File: src/inc/scs_pkg.sv
package scs_pkg;
  localparam int          CFG_BYTES   = 7;
  localparam int          IDX_W       = 7;
  localparam logic [6:0]  SLAVE_ADDR7 = 7'h69;  // Write form D2
  localparam logic [7:0]  BLOCK_COUNT = 8'h07;
  localparam logic [3:0]  BITS_BYTE   = 4'h8;
  localparam logic [2:0]  TX_LAST_BIT = 3'h7;
  localparam int          CMD_SEL_BIT = 7;
  localparam int          FIFO_DEPTH  = 4;
  localparam int          FIFO_WIDTH  = IDX_W + 8;
  // Power-on values, byte 0 in the low bits
  localparam logic [CFG_BYTES*8-1:0] CFG_DEFAULT = 56'h00_00_00_EB_7F_FF_00;

  typedef enum logic [2:0] {
    SCS_IDLE, SCS_RX, SCS_RX_ACK, SCS_TX, SCS_TX_ACK, SCS_TX_LOAD, SCS_SKIP
  } scs_state_t;

  typedef enum logic [1:0] {
    SCS_P_ADDR, SCS_P_CMD, SCS_P_COUNT, SCS_P_DATA
  } scs_phase_t;
endpackage

File: src/rtl/scs_slave_port.sv
`timescale 1ns/10ps
// Function
// - Byte and block, read and write accepted
// - Block bytes ascend from zero, MSB first
// - Host may stop after any byte
// - Answer slave address D2/D3 only
// - Command bit 7 selects block or byte
// - Command bits 6..0 index single bytes
// - Block write: acked command, count, data
// - Block read: count then data, NACK ends
// - Byte write: address, command, one byte
// - Byte read: one indexed byte returned
// - Config bytes load defaults at reset
module scs_fifo #(
  parameter int WIDTH = 8,
  parameter int DEPTH = 4
) (
  input  wire logic             i_mclk,
  input  wire logic             i_srst,
  input  wire logic             i_in_valid,
  output logic                  o_in_ready,
  input  wire logic [WIDTH-1:0] i_in_data,
  output logic                  o_out_valid,
  input  wire logic             i_out_ready,
  output logic      [WIDTH-1:0] o_out_data
);
  localparam int AW = $clog2(DEPTH);
  typedef struct packed {
    logic [DEPTH-1:0][WIDTH-1:0] mem;
    logic [AW-1:0]               wr;
    logic [AW-1:0]               rd;
    logic [AW:0]                 cnt;
  } scs_fifo_t;

  scs_fifo_t f_q;
  scs_fifo_t f_d;
  logic      push;
  logic      pop;

  assign o_in_ready  = (f_q.cnt != (AW+1)'(DEPTH));
  assign o_out_valid = (f_q.cnt != '0);
  assign o_out_data  = f_q.mem[f_q.rd];
  assign push        = i_in_valid && o_in_ready;
  assign pop         = o_out_valid && i_out_ready;

  always_comb begin
    f_d = f_q;
    if (push) begin
      f_d.mem[f_q.wr] = i_in_data;
      f_d.wr          = (f_q.wr == AW'(DEPTH-1)) ? '0 : f_q.wr + 1'b1;
    end
    if (pop) begin
      f_d.rd = (f_q.rd == AW'(DEPTH-1)) ? '0 : f_q.rd + 1'b1;
    end
    f_d.cnt = f_q.cnt + (AW+1)'(push) - (AW+1)'(pop);
  end

  always_ff @(posedge i_mclk) begin
    if (i_srst) begin
      f_q <= '0;
    end else begin
      f_q <= f_d;
    end
  end
endmodule // scs_fifo

module scs_slave_port
  import scs_pkg::*;
(
  input  wire logic                   i_mclk,
  input  wire logic                   i_srst,
  input  wire logic                   i_scl,
  input  wire logic                   i_sda,
  output logic                        o_sda,
  output logic                        o_sda_oe_n,
  input  wire logic                   i_cfg_hold,
  output logic [CFG_BYTES*8-1:0]      o_cfg
);
  typedef struct packed {
    logic [1:0]                 scl_sync;
    logic [1:0]                 sda_sync;
    logic                       scl_prev;
    logic                       sda_prev;
    scs_state_t                 st;
    scs_phase_t                 ph;
    logic [3:0]                 cnt;
    logic [7:0]                 sh;
    logic                       blk;
    logic                       rd;
    logic [IDX_W-1:0]           ptr;
    logic                       push;
    logic [FIFO_WIDTH-1:0]      pdata;
    logic                       oe_n;
    logic                       pin_lo;
    logic [CFG_BYTES-1:0][7:0]  cfg;
  } scs_regs_t;

  scs_regs_t             r_q;
  scs_regs_t             r_d;
  logic                  f_ready;
  logic                  f_valid;
  logic [FIFO_WIDTH-1:0] f_data;
  logic                  scl;
  logic                  sda;
  logic                  scl_rise;
  logic                  scl_fall;
  logic                  start_c;
  logic                  stop_c;

  function automatic logic [7:0] rd_byte(input scs_regs_t r, input logic [IDX_W-1:0] i);
    rd_byte = (i < IDX_W'(CFG_BYTES)) ? r.cfg[i] : 8'h00;
  endfunction

  assign scl      = r_q.scl_sync[1];
  assign sda      = r_q.sda_sync[1];
  assign scl_rise = scl && !r_q.scl_prev;
  assign scl_fall = !scl && r_q.scl_prev;
  assign start_c  = scl && r_q.scl_prev && r_q.sda_prev && !sda;
  assign stop_c   = scl && r_q.scl_prev && !r_q.sda_prev && sda;

  // Full FIFO makes the data byte NACKed; the host sees back-pressure
  scs_fifo #(.WIDTH(FIFO_WIDTH), .DEPTH(FIFO_DEPTH)) scs_fifo_i (
    .i_mclk      (i_mclk),
    .i_srst      (i_srst),
    .i_in_valid  (r_q.push),
    .o_in_ready  (f_ready),
    .i_in_data   (r_q.pdata),
    .o_out_valid (f_valid),
    .i_out_ready (!i_cfg_hold),
    .o_out_data  (f_data)
  );

  always_comb begin
    r_d          = r_q;
    r_d.scl_sync = {r_q.scl_sync[0], i_scl};
    r_d.sda_sync = {r_q.sda_sync[0], i_sda};
    r_d.scl_prev = scl;
    r_d.sda_prev = sda;
    r_d.push     = 1'b0;
    r_d.pin_lo   = 1'b0;  // Open drain: only ever pulls low
    if (f_valid && !i_cfg_hold &&
        f_data[FIFO_WIDTH-1:8] < IDX_W'(CFG_BYTES)) begin
      r_d.cfg[f_data[FIFO_WIDTH-1:8]] = f_data[7:0];
    end
    if (start_c) begin  // Also a repeated start
      r_d.st   = SCS_RX;
      r_d.ph   = SCS_P_ADDR;
      r_d.cnt  = '0;
      r_d.oe_n = 1'b1;
    end else if (stop_c) begin
      r_d.st   = SCS_IDLE;
      r_d.oe_n = 1'b1;
    end else begin
      unique case (r_q.st)
        SCS_IDLE, SCS_SKIP: r_d.oe_n = 1'b1;
        SCS_RX: begin
          if (scl_rise && r_q.cnt != BITS_BYTE) begin
            r_d.sh  = {r_q.sh[6:0], sda};
            r_d.cnt = r_q.cnt + 4'h1;
          end else if (scl_fall && r_q.cnt == BITS_BYTE) begin
            r_d.cnt  = '0;
            r_d.st   = SCS_RX_ACK;
            r_d.oe_n = 1'b0;
            r_d.rd   = 1'b0;
            unique case (r_q.ph)
              SCS_P_ADDR: begin
                if (r_q.sh[7:1] != SLAVE_ADDR7) begin
                  r_d.st   = SCS_SKIP;
                  r_d.oe_n = 1'b1;
                end else begin
                  r_d.rd = r_q.sh[0];
                  r_d.ph = SCS_P_CMD;
                end
              end
              SCS_P_CMD: begin
                r_d.blk = !r_q.sh[CMD_SEL_BIT];
                r_d.ptr = r_q.sh[CMD_SEL_BIT] ? r_q.sh[6:0] : '0;
                r_d.ph  = r_q.sh[CMD_SEL_BIT] ? SCS_P_DATA : SCS_P_COUNT;
              end
              SCS_P_COUNT: r_d.ph = SCS_P_DATA;
              SCS_P_DATA: begin
                if (f_ready) begin
                  r_d.push  = 1'b1;
                  r_d.pdata = {r_q.ptr, r_q.sh};
                  r_d.ptr   = r_q.ptr + 1'b1;
                end else begin
                  r_d.st   = SCS_SKIP;
                  r_d.oe_n = 1'b1;
                end
              end
            endcase
          end
        end
        SCS_RX_ACK: begin
          if (scl_fall) begin
            r_d.oe_n = 1'b1;
            r_d.st   = SCS_RX;
            if (r_q.rd) begin
              r_d.st = SCS_TX;
              r_d.ph = SCS_P_DATA;
              if (r_q.blk) begin
                r_d.sh = BLOCK_COUNT;
              end else begin
                r_d.sh  = rd_byte(r_q, r_q.ptr);
                r_d.ptr = r_q.ptr + 1'b1;
              end
              r_d.oe_n = r_d.sh[7];
            end
          end
        end
        SCS_TX: begin
          if (scl_fall) begin
            if (r_q.cnt[2:0] == TX_LAST_BIT) begin
              r_d.oe_n = 1'b1;
              r_d.st   = SCS_TX_ACK;
              r_d.cnt  = '0;
            end else begin
              r_d.sh   = {r_q.sh[6:0], 1'b0};
              r_d.oe_n = r_q.sh[6];
              r_d.cnt  = r_q.cnt + 4'h1;
            end
          end
        end
        SCS_TX_ACK: begin
          if (scl_rise) begin
            if (sda) begin
              r_d.st = SCS_SKIP;
            end else begin
              r_d.st  = SCS_TX_LOAD;
              r_d.sh  = rd_byte(r_q, r_q.ptr);
              r_d.ptr = r_q.ptr + 1'b1;
            end
          end
        end
        SCS_TX_LOAD: begin
          if (scl_fall) begin
            r_d.st   = SCS_TX;
            r_d.oe_n = r_q.sh[7];
          end
        end
        default: r_d.st = SCS_IDLE;
      endcase
    end
  end

  always_ff @(posedge i_mclk) begin
    if (i_srst) begin
      r_q          <= '0;
      r_q.scl_sync <= 2'h3;
      r_q.sda_sync <= 2'h3;
      r_q.scl_prev <= 1'b1;
      r_q.sda_prev <= 1'b1;
      r_q.st       <= SCS_IDLE;
      r_q.ph       <= SCS_P_ADDR;
      r_q.oe_n     <= 1'b1;
      r_q.cfg      <= CFG_DEFAULT;
    end else begin
      r_q <= r_d;
    end
  end

  // Outputs are the state flops themselves
  assign o_sda      = r_q.pin_lo;
  assign o_sda_oe_n = r_q.oe_n;
  assign o_cfg      = r_q.cfg;
endmodule // scs_slave_port

File: config.mk
export PLATFORM = sky130hd
export DESIGN_NAME = scs_slave_port
export DESIGN_NICKNAME = d
export VERILOG_FILES = /design/src/inc/scs_pkg.sv /design/src/rtl/scs_slave_port.sv
export SDC_FILE = /design/constraint.sdc
export NUM_CORES = 1
export LEC_CHECK = 0
export ABC_AREA = 1
export BUFFER_PORTS_ARGS = -buffer_cell sky130_fd_sc_hd__buf_2
export CORE_UTILIZATION = 50
export CTS_BUF_LIST = sky130_fd_sc_hd__clkbuf_4 sky130_fd_sc_hd__clkbuf_8
export DETAILED_ROUTE_END_ITERATION = 6
export HOLD_SLACK_MARGIN = 0.08
export PLACE_DENSITY_LB_ADDON = 0.1
export RECOVER_POWER = 100
export SETUP_SLACK_MARGIN = 0.4
export SYNTH_ARGS = -nofsm -noshare
export SYNTH_HDL_FRONTEND = slang
export SYNTH_HIERARCHICAL = 1
export SYNTH_SLANG_ARGS = --single-unit
File: constraint.sdc
create_clock -name i_mclk -period 2.1 [get_ports i_mclk]
set_input_delay 0.42 -clock i_mclk [delete_from_list [all_inputs] [get_ports i_mclk]]
set_output_delay 0.42 -clock i_mclk [all_outputs]
set_load 0.02 [all_outputs]
**Word-level counts from Yosys, hierarchy flattened**

Cells that the tools add are included.

- Bits in registers: 173
- Output and inout port bits: 58
- Word-level logic and storage cells: 205
- Input bits: 5

- Order comparisons: 8
- Multiplexer cells: 71
- Reductions and logical operators: 42
- Eq/ne operators: 41
- Bitwise logic cells: 7
- Add/sub/neg operators: 6

Operators with widths:

| kind | count |
|---|---|
| $mux 8 | 10 |
| $bwmux 60 | 1 |
| $bwmux 56 | 1 |
| $mux 26 | 2 |
| $mux 7 | 7 |
| $mux 39 | 1 |
| $mux 16 | 2 |
| $ne 4x4->1 const B | 8 |
| $pmux 8 s4 | 1 |
| $bmux 15 s2 | 1 |
| $demux 15 s2 | 1 |
| $mux 15 | 2 |
| $bmux 8 s3 | 1 |
| $demux 8 s3 | 1 |
| $ne 2x2->1 const B | 12 |
| $reduce_and 8->1 | 3 |
| $mux 23 | 1 |
| $pmux 7 s3 | 1 |
| $mux 3 | 6 |
| $pmux 3 s6 | 1 |
| $logic_and 1x1->1 | 14 |
| $lt 7x3->1 const B | 2 |
| $lt 7x4->1 const B | 2 |
| $pmux 7 s2 | 1 |
| other kinds (48) | 93 |

**Depth between registers and ports, before layout**

Gate-level depths: netlist of run 1.

- Depth in word-level cells: 9
- Gate-level depth with buffers: 14
- Depth with buffers taken out: 12

**Modules after synthesis**

Netlist of run 1, hierarchy kept.

By module, submodules not included:

| module | cells each | area an instance (sq um) | seq. area each (sq um) | instances |
|---|---|---|---|---|
| scs_slave_port | 920 | 6,247.2 | 2,102.0 | 1 |
| scs_fifo | 607 | 3,777.4 | 1,341.3 | 1 |

**Least setup slack after synthesis of run 1**

Ideal clock, no wire load.

- Kind: register to register
- Start point: register scs_fifo_i/f_q[3] in the netlist's numbering
- End point: register r_q (netlist bit o_cfg[10])
- Library setup time: 0.138 ns
- Arrival time: 1.919 ns
- Buffers on the path: 3
- Required time: 1.962 ns
- Clock period less this slack: 2.057 ns
- Slack: 0.043 ns
- Stages on the path, launching flop included: 12
- Cell sequence: dfxtp_1 -> inv_1 -> clkbuf_1 -> nor2_1 -> o22ai_1 -> buf_2 -> inv_2 -> nor2_1 -> nor3_4 -> nand2_1 -> clkbuf_1 -> o211ai_1

- Longest elaborated chain between the ends: 7
- Elaborated cells between the ends (all ways): 10
- Those cells by class: 3 x order compare; 5 x mux; 2 x reduce/logical

Ends and longest elaborated chain:

| element | RTL line | RTL |
|---|---|---|
| start: declaration | scs_slave_port.sv:35 | `scs_fifo_t f_q;` |
| start signal: assignment | scs_slave_port.sv:60 | `f_q <= '0;` |
| start signal: assignment | scs_slave_port.sv:62 | `f_q <= f_d;` |
| $bmux 15 s2 (*) | scs_slave_port.sv:42 | `assign o_out_data = f_q.mem[f_q.rd];` |
| $mux 15 (not written as such) (*) | scs_slave_port.sv:42 |  |
| net f_data[8] | scs_slave_port.sv:102 | `logic [FIFO_WIDTH-1:0] f_data;` |
| $ge 7x1->1 (not written as such) / $lt 7x4->1 (equally long branches) | scs_slave_port.sv:143 | `r_d.cfg[f_data[FIFO_WIDTH-1:8]] = f_data[7:0];` |
| $logic_and 1x1->1 (not written as such) | scs_slave_port.sv:143 |  |
| $mux 8 (not written as such) | scs_slave_port.sv:143 |  |
| $demux 8 s3 | scs_slave_port.sv:143 |  |
| $bwmux 56 | scs_slave_port.sv:143 |  |
| end signal: assignment | scs_slave_port.sv:258 | `r_q <= r_d;` |
| end: declaration | scs_slave_port.sv:98 | `scs_regs_t r_q;` |

The timed path passes the listed nets; every way through them passes the cells marked *. The select of a mux whose other input is x is not followed.
A chain may end at the register's enable or synchronous reset.

**Final worst setup path of run 1**

- Start point: register scs_fifo_i/f_q[3] in the netlist's numbering
- End point: register r_q (netlist bit o_cfg[3])

Same word-level chain as after synthesis.

==> metrics.md, run 1 <==
| Metric | Value |
|---|---|
| Setup slack after placement | `-0.0587 ns` |
| Crit end category | `flop` |
| CTS Buffer Depth | `2` |
| Layout Nets | `1604` |
| Commonest non-fill, non-tap cell in the layout | `nand2_1` |
| Final Cycle Share | `98.0%` |
| Setup_tns | `0 ns` |
| Fraction of registers with async set/reset | `0%` |
| CTS tree | `done` |
| Least-Margin Pin Slew | `about 1.1 ns` |
| Vert. Die Dim | `144 um` |
| HPWL Detailed | `19400 um` |
| Drt first-iter violations | `862` |
| Fraction of layout cells with a size suffix above 1 | `between 10% and 20%` |
| Via density | `~5.3` |
| Initial antenna violation count | `0` |
| Seq/Total Area, Yosys | `34.3%` |
| Core Footprint | `0.0195 mm^2` |
| Max_cap viols | `0` |
| Die width | `144 um` |
| Cts hold-fix bufs | `0` |
| Total power | `12.5 mW` |
| Cell variety after synth | `41` |
| Hold Path Class | `in2reg` |
| Synth Register Bits | `between 150 and 200` |
| Cts bufs inserted | `17` |
| H-tree lvl count | `4` |
| Slew headroom | `just under 30%` |
| Total global routing overflow | `0` |
| Final hold vios | `0` |
| Final Setup Violations | `0` |
| Top delay family on crit path | `simple AND/OR/NAND/NOR gates` |
| Mapped Cells | `1527` |
| Most frequent cells in the layout | `nand2_1 (309), inv_1 (219), nor2_1 (189)` |
| Synth Cell Area | `0.0100 mm^2` |
| Vias | `9792` |
| Largest net degree at the start of global routing | `63` |
| Cell area after layout | `0.0118 mm^2` |
| Ys flop type | `dfxtp_1` |
| CP Launch Type | `flop` |
| Gr usage total | `28.1%` |
| Post-Syn Area per Cell | `6.56 um^2` |
| Pwr dens | `1060 mW/mm^2` |
| N_diodes | `0` |
| Die ar. | `0.0206 mm^2` |
| Port Buf Inserts | `61` |
| Worst-Skew Late Latency | `0.47 ns` |
| First-pass GRT wire length | `approximately 45000 um` |
| Clock Skews | `0.0240 ns` |
| Clock root buffer | `clkbuf_8` |
| Placed cell count | `about 1800` |
| Non-Filler Instances | `between 1500 and 2000` |
| Initial core utilization | `between 50 and 60%` |
| Worst hold slack | `0.132 ns` |
| P&R area growth vs syn | `17.3%` |
| GPL Wtd Cong | `0.919` |
| I/O pins | `63` |
| Required @ worst endpoint | `2.44 ns` |
| Detailed Routing Iterations Pass 1 | `6` |
| WP buf/inv | `3` |
| Slew Viols, Final | `0` |
| Final WS setup | `0.0430 ns` |
| Status | `finished, final reports clean` |
| Max stage delay on crit path | `0.40 ns` |
| EDFF count, synth | `0` |
| Routed WL per cell | `16.0 um` |
| Syn nets | `approximately 1500` |
| WL final | `just under 30000 um` |
| Crit path kind | `reg2reg` |
| Final ANT Viol Nets | `0` |
| Fin crit period | `2.06 ns` |
| Util after Layout | `60.2%` |
| CP max FO | `8` |
| Placed Area | `0.0103 mm^2` |
| Syn. warnings | `6` |
| Cell row count | `slightly above 50` |
| DRC viols | `0` |
| P_leak | `about 5.2 nW` |
| Vias in the first global route | `8611` |
| Sink Count | `172` |
| Unrepaired setup endpoints after global routing | `true` |
| Crit-path cells | `buf_6 > o21ai_2 > o22ai_1 > nor2_1 > nand2_2 > nor3_4 > buf_6 > clkbuf_16 > nand2_8 > nand2_1 > a21oi_2` |
| Slowest-stage cell, CP | `dfxtp_4` |
| Fmax | `486 MHz` |
| Clock transition at path regs | `0.10 ns` |
| VDD IR-drop max | `0.000546 V` |
| Worst Path Arrival | `2.40 ns` |
| CP dominant cell by count | `buf_6` |
==> layer usage <==
| metal | routed length, um | vias to the layer above | GRT usage [%] |
|---|---|---|---|
| met5 | 0 | - | 0 |
| met4 | 881 | 0 | 11.3 |
| met3 | 2090 | 52 | 5.30 |
| met2 | 13800 | 377 | 44.7 |
| met1 | 13000 | 4476 | 37.5 |
| li1 | - | 4887 | - |
==> path summary, 6_finish.rpt <==
check | start | to | slack [ns] | cells after the start
setup / recovery | scs_fifo_i/f_q[3]$_SDFFE_PP0P_ | o_cfg[3]$_SDFFE_PP0P_ | 0.04 | 11
setup reg to reg | scs_fifo_i/f_q[3]$_SDFFE_PP0P_ | o_cfg[3]$_SDFFE_PP0P_ | 0.04 | 11
hold / removal | i_scl | r_d[105]$_SDFF_PP1_ | 0.13 | 2
hold reg to reg | r_d[103]$_SDFF_PP1_ | r_d[100]$_SDFF_PP1_ | 0.40 | 1
==> repair_timing <==
action,CTS,global route
gates resized for setup,60,129
setup buffers,17,26
setup endpoints to repair,89,95
cloned,7,6
pin swaps,29,56
==> area by class of cell <==
type | instances | area (um^2)
Fill cell | 1882 | 7760
Multi-Input combinational cell | 991 | 5430
Sequential cell | 172 | 3470
Timing Repair Buffer | 161 | 1120
Inverter | 240 | 943
Tap cell | 265 | 332
Clock buffer | 18 | 241
Clock inverter | 14 | 228
==> flip-flops by register name, indices dropped and copies added, names as in the netlist <==
| signal | count |
|---|---|
| scs_fifo_i/f_q | 67 |
| o_cfg | 56 |
| r_q | 44 |
| r_d | 4 |
| o_sda_oe_n | 1 |
==> cell usage after synthesis (4+ instances only) <==
master	n	area share, %
a21oi_1	63	3.1
buf_2	12	0.60
buf_4	63	4.7
buf_6	11	1.2
clkbuf_1	42	1.6
dfxtp_1	172	34
ha_1	15	1.9
inv_1	226	8.5
inv_2	10	0.37
nand2_1	354	13
nand2_2	6	0.37
nand2_4	10	1.1
nand3_1	90	4.5
nand3_4	5	0.87
nand4_1	81	5.1
nor2_1	199	7.5
nor2_2	10	0.62
nor2_4	4	0.45
o211ai_1	24	1.8
o21ai_0	66	3.3
o21ai_1	14	0.70
o22ai_1	15	0.94
or2_2	5	0.31
==> where the power goes <==
group	switching, mW	internal, mW	total, mW
combinational	3.66	2.23	5.88
clock	1.34	1.46	2.80
sequential	0.301	3.49	3.79
==> logic make-up after synthesis <==
kind of cell               share of synthesized area (%)
AOI/OAI and AO/OA                                   9.95
xor gates and xnor gates                           0.175
adders and majority gates                           2.07
buffers and inverters                               17.4
DFF                                                 34.3
other                                             0.0374
and+or+nand+nor                                     36.0
Note: power is estimated with default switching activity, not from simulation.
==> run 2: changes to the inputs <==
Settings changed: BUFFER_PORTS_ARGS -buffer_cell sky130_fd_sc_hd__buf_2 to unset, DONT_BUFFER_PORTS set to 1, PLACE_DENSITY set to 0.68, PLACE_DENSITY_LB_ADDON 0.1 to unset.
==> run 2 against run 1 <==
Worst hold slack better by 0.049 ns. Power is 4.4% lower. Combinational power is 5.3% lower. Critical endpoint is now o_cfg[0]$_SDFFE_PP0P_.
==> metrics.md, run 2 (same netlist as run 1, synthesis figures left out) <==
| Metric | Value |
|---|---|
| Status | `finished, final reports clean (unchanged)` |
| Least-Margin Pin Slew | `0.559 ns (was 1.06 ns)` |
| Most frequent cells in the layout | `nand2_1 (336), inv_1 (222), nor2_1 (190) (was nand2_1 (309), inv_1 (219), nor2_1 (189))` |
| Total global routing overflow | `0 (unchanged)` |
| Non-Filler Instances | `1794 (was 1861)` |
| CP Launch Type | `flop (unchanged)` |
| Final hold vios | `0 (unchanged)` |
| N_diodes | `0 (unchanged)` |
| Crit end category | `flop (unchanged)` |
| Layout Nets | `1537 (was 1604)` |
| R2R Path Start | `scs_fifo_i/f_q[3]$_SDFFE_PP0P_ (unchanged)` |
| Cts bufs inserted | `17 (unchanged)` |
| Placed Area | `0.00997 mm^2 (was 0.0103 mm^2)` |
| P&R area growth vs syn | `12.5% (was 17.3%)` |
| Worst-Skew Late Latency | `0.47 ns (about the same)` |
| H-tree lvl count | `4 (unchanged)` |
| CTS Buffer Depth | `2 (unchanged)` |
| Max stage delay on crit path | `0.40 ns (about the same)` |
| Min-Delay Path Depth | `3 (was 2)` |
| I/O pins | `63 (unchanged)` |
| Worst hold path startpoint | `i_srst (was i_scl)` |
| Fin crit period | `1.96 ns (was 2.06 ns)` |
| Required @ worst endpoint | `2.50 ns (was 2.44 ns)` |
| GRT met3 Usage | `5.56% (was 5.30%)` |
| Die ar. | `0.0206 mm^2 (unchanged)` |
| Largest Register | `scs_fifo_i/f_q (unchanged)` |
| Number of flip-flops under the largest register name | `67 (unchanged)` |
| Util after Layout | `57.7% (was 60.2%)` |
| WL final | `28800 um (was 29800 um)` |
| Most Crowded Layer GR | `met2 (unchanged)` |
| Routing usage on met1 | `36.4% (was 37.5%)` |
| Met2 GRT Util | `44.4% (was 44.7%)` |
| DRC viols | `0 (unchanged)` |
| GPL Wtd Cong | `0.921 (was 0.919)` |
| Fraction of layout cells with a size suffix above 1 | `17.0% (was 19.9%)` |
| Port Buf Inserts | `0 (was 61)` |
| Initial antenna violation count | `0 (unchanged)` |
| Commonest non-fill, non-tap cell in the layout | `nand2_1 (unchanged)` |
| Detailed Routing Iterations Pass 1 | `5 (was 6)` |
| First-pass GRT wire length | `44200 um (was 44800 um)` |
| Hold Path End | `r_q[96]$_SDFFE_PP0P_ (was r_d[105]$_SDFF_PP1_)` |
| Setup_tns | `0 ns (unchanged)` |
| Final ANT Viol Nets | `0 (unchanged)` |
| Clock Skews | `0.0162 ns (was 0.0240 ns)` |
| Sink Count | `172 (unchanged)` |
| P_leak | `5.08 nW (was 5.22 nW)` |
| Setup slack after placement | `0.0427 ns (was -0.0587 ns)` |
| Crit path kind | `reg2reg (unchanged)` |
| Final Setup Violations | `0 (unchanged)` |
| Cell area after layout | `0.0113 mm^2 (was 0.0118 mm^2)` |
| Drt first-iter violations | `805 (was 862)` |
| Reg2reg path depth | `11 (unchanged)` |
| CP dominant cell by count | `nor2_1 (was buf_6)` |
| Unrepaired setup endpoints after global routing | `true (unchanged)` |
| Cell row count | `51 (unchanged)` |
| Clock transition at path regs | `0.10 ns (about the same)` |
| Hold Path Class | `in2reg (unchanged)` |
| Reg-to-reg endpoint | `o_cfg[0]$_SDFFE_PP0P_ (was o_cfg[3]$_SDFFE_PP0P_)` |
| Slew Viols, Final | `0 (unchanged)` |
| Final Cycle Share | `93.4% (was 98.0%)` |
| Worst Path Arrival | `2.36 ns (was 2.40 ns)` |
| Pwr dens | `1060 mW/mm^2 (about the same)` |
| Vias | `9599 (was 9792)` |
| VDD IR-drop max | `0.000481 V (was 0.000546 V)` |
| HPWL Detailed | `19000 um (was 19400 um)` |
| Largest net degree at the start of global routing | `67 (was 63)` |
| Vert. Die Dim | `144 um (unchanged)` |
| Core Footprint | `0.0195 mm^2 (unchanged)` |
| CP max FO | `12 (was 8)` |
| Crit-path cells | `clkbuf_1 > nor2_1 > o22ai_1 > nor2_1 > nand2_2 > nor3_4 > buf_6 > buf_12 > buf_16 > nand3_1 > a21oi_1 (was buf_6 > o21ai_2 > o22ai_1 > nor2_1 > nand2_2 > nor3_4 > buf_6 > clkbuf_16 > nand2_8 > nand2_1 > a21oi_2)` |
| CTS tree | `done (unchanged)` |
| Final WS setup | `0.140 ns (was 0.0430 ns)` |
| Die width | `144 um (unchanged)` |
| Fmax | `510 MHz (was 486 MHz)` |
| Max_cap viols | `0 (unchanged)` |
| Placed cell count | `1708 (was 1773)` |
| Vias in the first global route | `8445 (was 8611)` |
| Slew headroom | `62.7% (was 29.5%)` |
| Flop-to-flop setup slack | `0.14 ns (was 0.04 ns)` |
| Slowest-stage cell, CP | `dfxtp_4 (unchanged)` |
| Clock root buffer | `clkbuf_8 (unchanged)` |
| Gr usage total | `27.7% (was 28.1%)` |
| Initial core utilization | `51.3% (unchanged)` |
| Via density | `5.35 (was 5.26)` |
| Routed WL per cell | `16.1 um (was 16.0 um)` |
run 2: critical path, delay by kind of cell, from the launching register on:
| family | cells | cell delay, ns |
|---|---|---|
| compound gates | 2 | 0.21 |
| buf+inv | 4 | 0.58 |
| simple gates | 5 | 0.70 |
| flops | 1 | 0.40 |
run 2: routing by layer:
metal	vias to the layer above	share of wire, %
met3	52	7.6
met5	-	0
met1	4413	43
li1	4773	-
met4	0	2.7
met2	361	47
run 2: timing repair:
action | in CTS | in global routing
resized for setup | 56 | 75
endpoints found under the setup margin | 91 | 154
hold buffers | 3 | 0
hold endpoints to repair | 30 | 0
pin swaps | 29 | 40
setup buffers | 19 | 19
gates cloned | 9 | 4
run 2: worst max path at each step:
stage,startpoint,to,slack (ns),cells after the start
after floorplan,scs_fifo_i/f_q[3]$_SDFFE_PP0P_,o_cfg[40]$_SDFFE_PP0P_,0.16,11
after global placement,scs_fifo_i/f_q[3]$_SDFFE_PP0P_,o_cfg[14]$_SDFFE_PP1P_,0.07,10
after detailed placement,scs_fifo_i/f_q[3]$_SDFFE_PP0P_,o_cfg[12]$_SDFFE_PP1P_,0.04,10
after CTS,scs_fifo_i/f_q[3]$_SDFFE_PP0P_,o_cfg[32]$_SDFFE_PP0P_,0.24,10
after global routing,scs_fifo_i/f_q[3]$_SDFFE_PP0P_,o_cfg[36]$_SDFFE_PP0P_,0.04,11
final,scs_fifo_i/f_q[3]$_SDFFE_PP0P_,o_cfg[0]$_SDFFE_PP0P_,0.14,11
run 2: where the power goes:
group	total (mW)	switching (mW)	internal (mW)
registers	3.85	0.366	3.49
clock network	2.51	1.37	1.14
logic	5.57	3.41	2.15
run 2: layout make-up:
cell class	instances	area, um^2
clock buffers	18	248
clock inverters	14	176
fillers	1874	8250
inverters	240	941
multi-input cells	991	5190
flip-flops and latches	172	3470
well taps	265	332
repair buffers	94	918
run 2: metrics by stage:
stage                     hold slack, ns  total power [mW]
final                              0.181              11.9
after global routing               0.181              12.6
after CTS                          0.155              11.6
after detailed placement           0.395              8.23
after global placement             0.394              8.18
after floorplan                    0.389              7.11
==> run 3: changes to the inputs <==
Settings changed: SYNTH_HIERARCHICAL 1 to unset.
==> run 3 against run 2 <==
Synthesized area decreased by 12%. Largest power group unchanged. Sequential share of layout area is 3.1 points higher. Routed wire length decreased by 8.5%. Power decreased by 12%.
==> metrics.md, run 3 <==
| Metric | Value |
|---|---|
| Status | `finished, final reports clean (unchanged)` |
| Seq/Total Area, Yosys | `39.1% (was 34.3%)` |
| Mapped Cells | `1288 (was 1527)` |
| Core Footprint | `0.0172 mm^2 (was 0.0195 mm^2)` |
| Synth top area share | `39.1% (was 34.3%)` |
| Initial core utilization | `51.1% (was 51.3%)` |
| Setup_tns | `0 ns (unchanged)` |
| Least-Margin Pin Slew | `1.17 ns (was 0.559 ns)` |
| Vias in the first global route | `7447 (was 8445)` |
| Pwr dens | `1020 mW/mm^2 (was 1060 mW/mm^2)` |
| Clock root buffer | `clkbuf_8 (unchanged)` |
| Detailed Routing Iterations Pass 1 | `5 (unchanged)` |
| Cell variety after synth | `38 (was 41)` |
| Cts bufs inserted | `17 (unchanged)` |
| # fillers | `1607 (was 1874)` |
| H-tree lvl count | `4 (unchanged)` |
| Synth top cells by count | `nand2_1 (320), nand3_1 (188), dfxtp_1 (172), a21oi_1 (125), nor2_1 (123) (was nand2_1 (354), inv_1 (226), nor2_1 (199), dfxtp_1 (172), nand3_1 (90))` |
| Most frequent cells in the layout | `nand2_1 (285), nand3_1 (173), dfxtp_1 (163) (was nand2_1 (336), inv_1 (222), nor2_1 (190))` |
| Drt first-iter violations | `631 (was 805)` |
| Worst-Skew Late Latency | `0.46 ns (was 0.47 ns)` |
| P_leak | `4.17 nW (was 5.08 nW)` |
| Clock transition at path regs | `0.09 ns (was 0.10 ns)` |
| Slew headroom | `21.7% (was 62.7%)` |
| Layout Nets | `1314 (was 1537)` |
| EDFF count, synth | `0 (unchanged)` |
| Gr usage total | `27.8% (was 27.7%)` |
| Initial antenna violation count | `0 (unchanged)` |
| Fmax | `529 MHz (was 510 MHz)` |
| Placed cell count | `1455 (was 1708)` |
| Met2 GRT Util | `43.3% (was 44.4%)` |
| GRT met3 Usage | `4.95% (was 5.56%)` |
| Synth Cell Area | `0.00881 mm^2 (was 0.0100 mm^2)` |
| I/O pins | `63 (unchanged)` |
| Worst hold path startpoint | `i_srst (unchanged)` |
| Slew Viols, Final | `0 (unchanged)` |
| Final Cycle Share | `90.0% (was 93.4%)` |
| Final Setup Violations | `0 (unchanged)` |
| Largest cells by area after synthesis | `dfxtp_1 (39%), nand2_1 (14%), nand3_1 (11%) (was dfxtp_1 (34%), nand2_1 (13%), inv_1 (8.5%))` |
| Fraction of registers with async set/reset | `0% (unchanged)` |
| Commonest non-fill, non-tap cell in the layout | `nand2_1 (unchanged)` |
| Largest net degree at the start of global routing | `98 (was 67)` |
| Clock Skews | `0.0156 ns (was 0.0162 ns)` |
| Fin crit period | `1.89 ns (was 1.96 ns)` |
| Post-Syn Area per Cell | `6.84 um^2 (was 6.56 um^2)` |
| First-pass GRT wire length | `39600 um (was 44200 um)` |
| Critical path origin | `scs_fifo_i.f_q[3]$_SDFFE_PP0P_ (was scs_fifo_i/f_q[3]$_SDFFE_PP0P_)` |
| R2R Path Start | `scs_fifo_i.f_q[3]$_SDFFE_PP0P_ (was scs_fifo_i/f_q[3]$_SDFFE_PP0P_)` |
| N_diodes | `0 (unchanged)` |
| VDD IR-drop max | `0.000596 V (was 0.000481 V)` |
| Die ar. | `0.0182 mm^2 (was 0.0206 mm^2)` |
| Largest Register | `scs_fifo_i.f_q (was scs_fifo_i/f_q)` |
| Vias | `8700 (was 9599)` |
| WL final | `26400 um (was 28800 um)` |
| Number of flip-flops under the largest register name | `67 (unchanged)` |
| Routed WL per cell | `17.2 um (was 16.1 um)` |
| Util after Layout | `59.4% (was 57.7%)` |
| CTS Buffer Depth | `2 (unchanged)` |
| DRC viols | `0 (unchanged)` |
| Most Crowded Layer GR | `met2 (unchanged)` |
| Non-Filler Instances | `1531 (was 1794)` |
| Cell row count | `48 (was 51)` |
| Crit end category | `flop (unchanged)` |
| Placed Area | `0.00886 mm^2 (was 0.00997 mm^2)` |
| Fraction of layout cells with a size suffix above 1 | `18.6% (was 17.0%)` |
| Reg2reg path depth | `10 (was 11)` |
| P&R area growth vs syn | `16.2% (was 12.5%)` |
| Die width | `135 um (was 144 um)` |
| Cts hold-fix bufs | `6 (was 3)` |
| Syn. warnings | `0 (was 6)` |
| Port Buf Inserts | `0 (unchanged)` |
| CTS tree | `done (unchanged)` |
| Crit path kind | `reg2reg (unchanged)` |
| Cell area after layout | `0.0102 mm^2 (was 0.0113 mm^2)` |
| Synth Register Bits | `172 (unchanged)` |
| Required @ worst endpoint | `2.45 ns (was 2.50 ns)` |
| GPL Wtd Cong | `0.941 (was 0.921)` |
| Worst Path Arrival | `2.24 ns (was 2.36 ns)` |
| Total global routing overflow | `0 (unchanged)` |
| CP Launch Type | `flop (unchanged)` |
| CP max FO | `11 (was 12)` |
| Syn nets | `1309 (was 1548)` |
| Unrepaired setup endpoints after global routing | `true (unchanged)` |
| Via density | `5.68 (was 5.35)` |
| Hold Path Class | `in2reg (unchanged)` |
| Sink Count | `172 (unchanged)` |
| Routing usage on met1 | `37.2% (was 36.4%)` |
| Largest area contributor in the netlist | `dfxtp_1 (unchanged)` |
| Ys flop type | `dfxtp_1 (unchanged)` |
| Vert. Die Dim | `135 um (was 144 um)` |
| Final hold vios | `0 (unchanged)` |
| HPWL Detailed | `17500 um (was 19000 um)` |
| Top-count cell post-synth | `nand2_1 (unchanged)` |
| Min-Delay Path Depth | `1 (was 3)` |
| Final ANT Viol Nets | `0 (unchanged)` |
| Max_cap viols | `0 (unchanged)` |
## run 3: path summary, 6_finish.rpt
check / to / slack, ns
max: o_cfg[48]$_SDFFE_PP0P_ / 0.21
min: scs_fifo_i.f_q[0]$_SDFF_PP0_ / 0.05
max reg2reg: o_cfg[48]$_SDFFE_PP0P_ / 0.21
min reg2reg: scs_fifo_i.f_q[22]$_SDFFE_PP0P_ / 0.46
## run 3: critical path: stages (launching register included)
cell and delay [ns]:
dfxtp_4 0.39, inv_4 0.08, nor2_1 0.08, nand3_1 0.08, nand3_2 0.10, buf_4 0.14
nand2_8 0.11, inv_1 0.14, nand4_1 0.34, nor2_1 0.25, nor2_1 0.08
## run 3: repair_timing
item	in CTS	in global routing
cloned	1	9
gates resized for setup	54	148
buffers inserted	10	18
pin swaps	12	45
endpoints found under the hold margin	95	89
setup endpoints to repair	138	110
## run 3: cells by family (layout without fill, tap and decap cells)
family                   after synthesis  after routing  share of synthesized area (%)
adder cells (fa/ha/maj)               16             16                           2.36
AND/OR/NAND/NOR                      669            672                           32.9
other                                  1              1                         0.0426
XOR/XNOR                               5              5                          0.497
AO/OA/AOI/OAI                        220            220                           13.2
flip-flops                           172            172                           39.1
buffers and inverters                205            220                           11.9
## run 3: layout make-up
type | instances | area (um^2) | area share [%]
Timing Repair Buffer | 97 | 948 | 9.27
Clock inverter | 13 | 91.3 | 0.892
Inverter | 90 | 362 | 3.53
Multi-Input combinational cell | 914 | 4820 | 47.1
Sequential cell | 172 | 3470 | 33.9
Clock buffer | 19 | 255 | 2.49
Tap cell | 225 | 282 | 2.75
Timing Repair inverter | 1 | 7.51 | 0.0733
## run 3: report_power, final
part           internal [mW]  switching (mW)  total, mW
clock network          0.866            1.26       2.13
registers               3.46           0.312       3.78
logic                   1.75            2.83       4.57
total                   6.08            4.40       10.5
## run 3: stage by stage
stage	setup WS [ns]	hold WS (ns)	power (mW)
5_1_grt	0.158	0.0225	11.0
3_5_place_dp	0.0117	0.395	7.22
2_1_floorplan	0.343	0.389	6.18
4_1_cts	0.385	0.0108	9.65
6_report	0.209	0.0495	10.5
3_3_place_gp	0.0101	0.400	7.20
## run 3: per-layer routing
layer  up-vias  part of all wire (%)
li1       4198                     -
met3        81                   7.5
met5         -                     0
met4         0                   4.2
met2       383                    45
met1      4038                    43
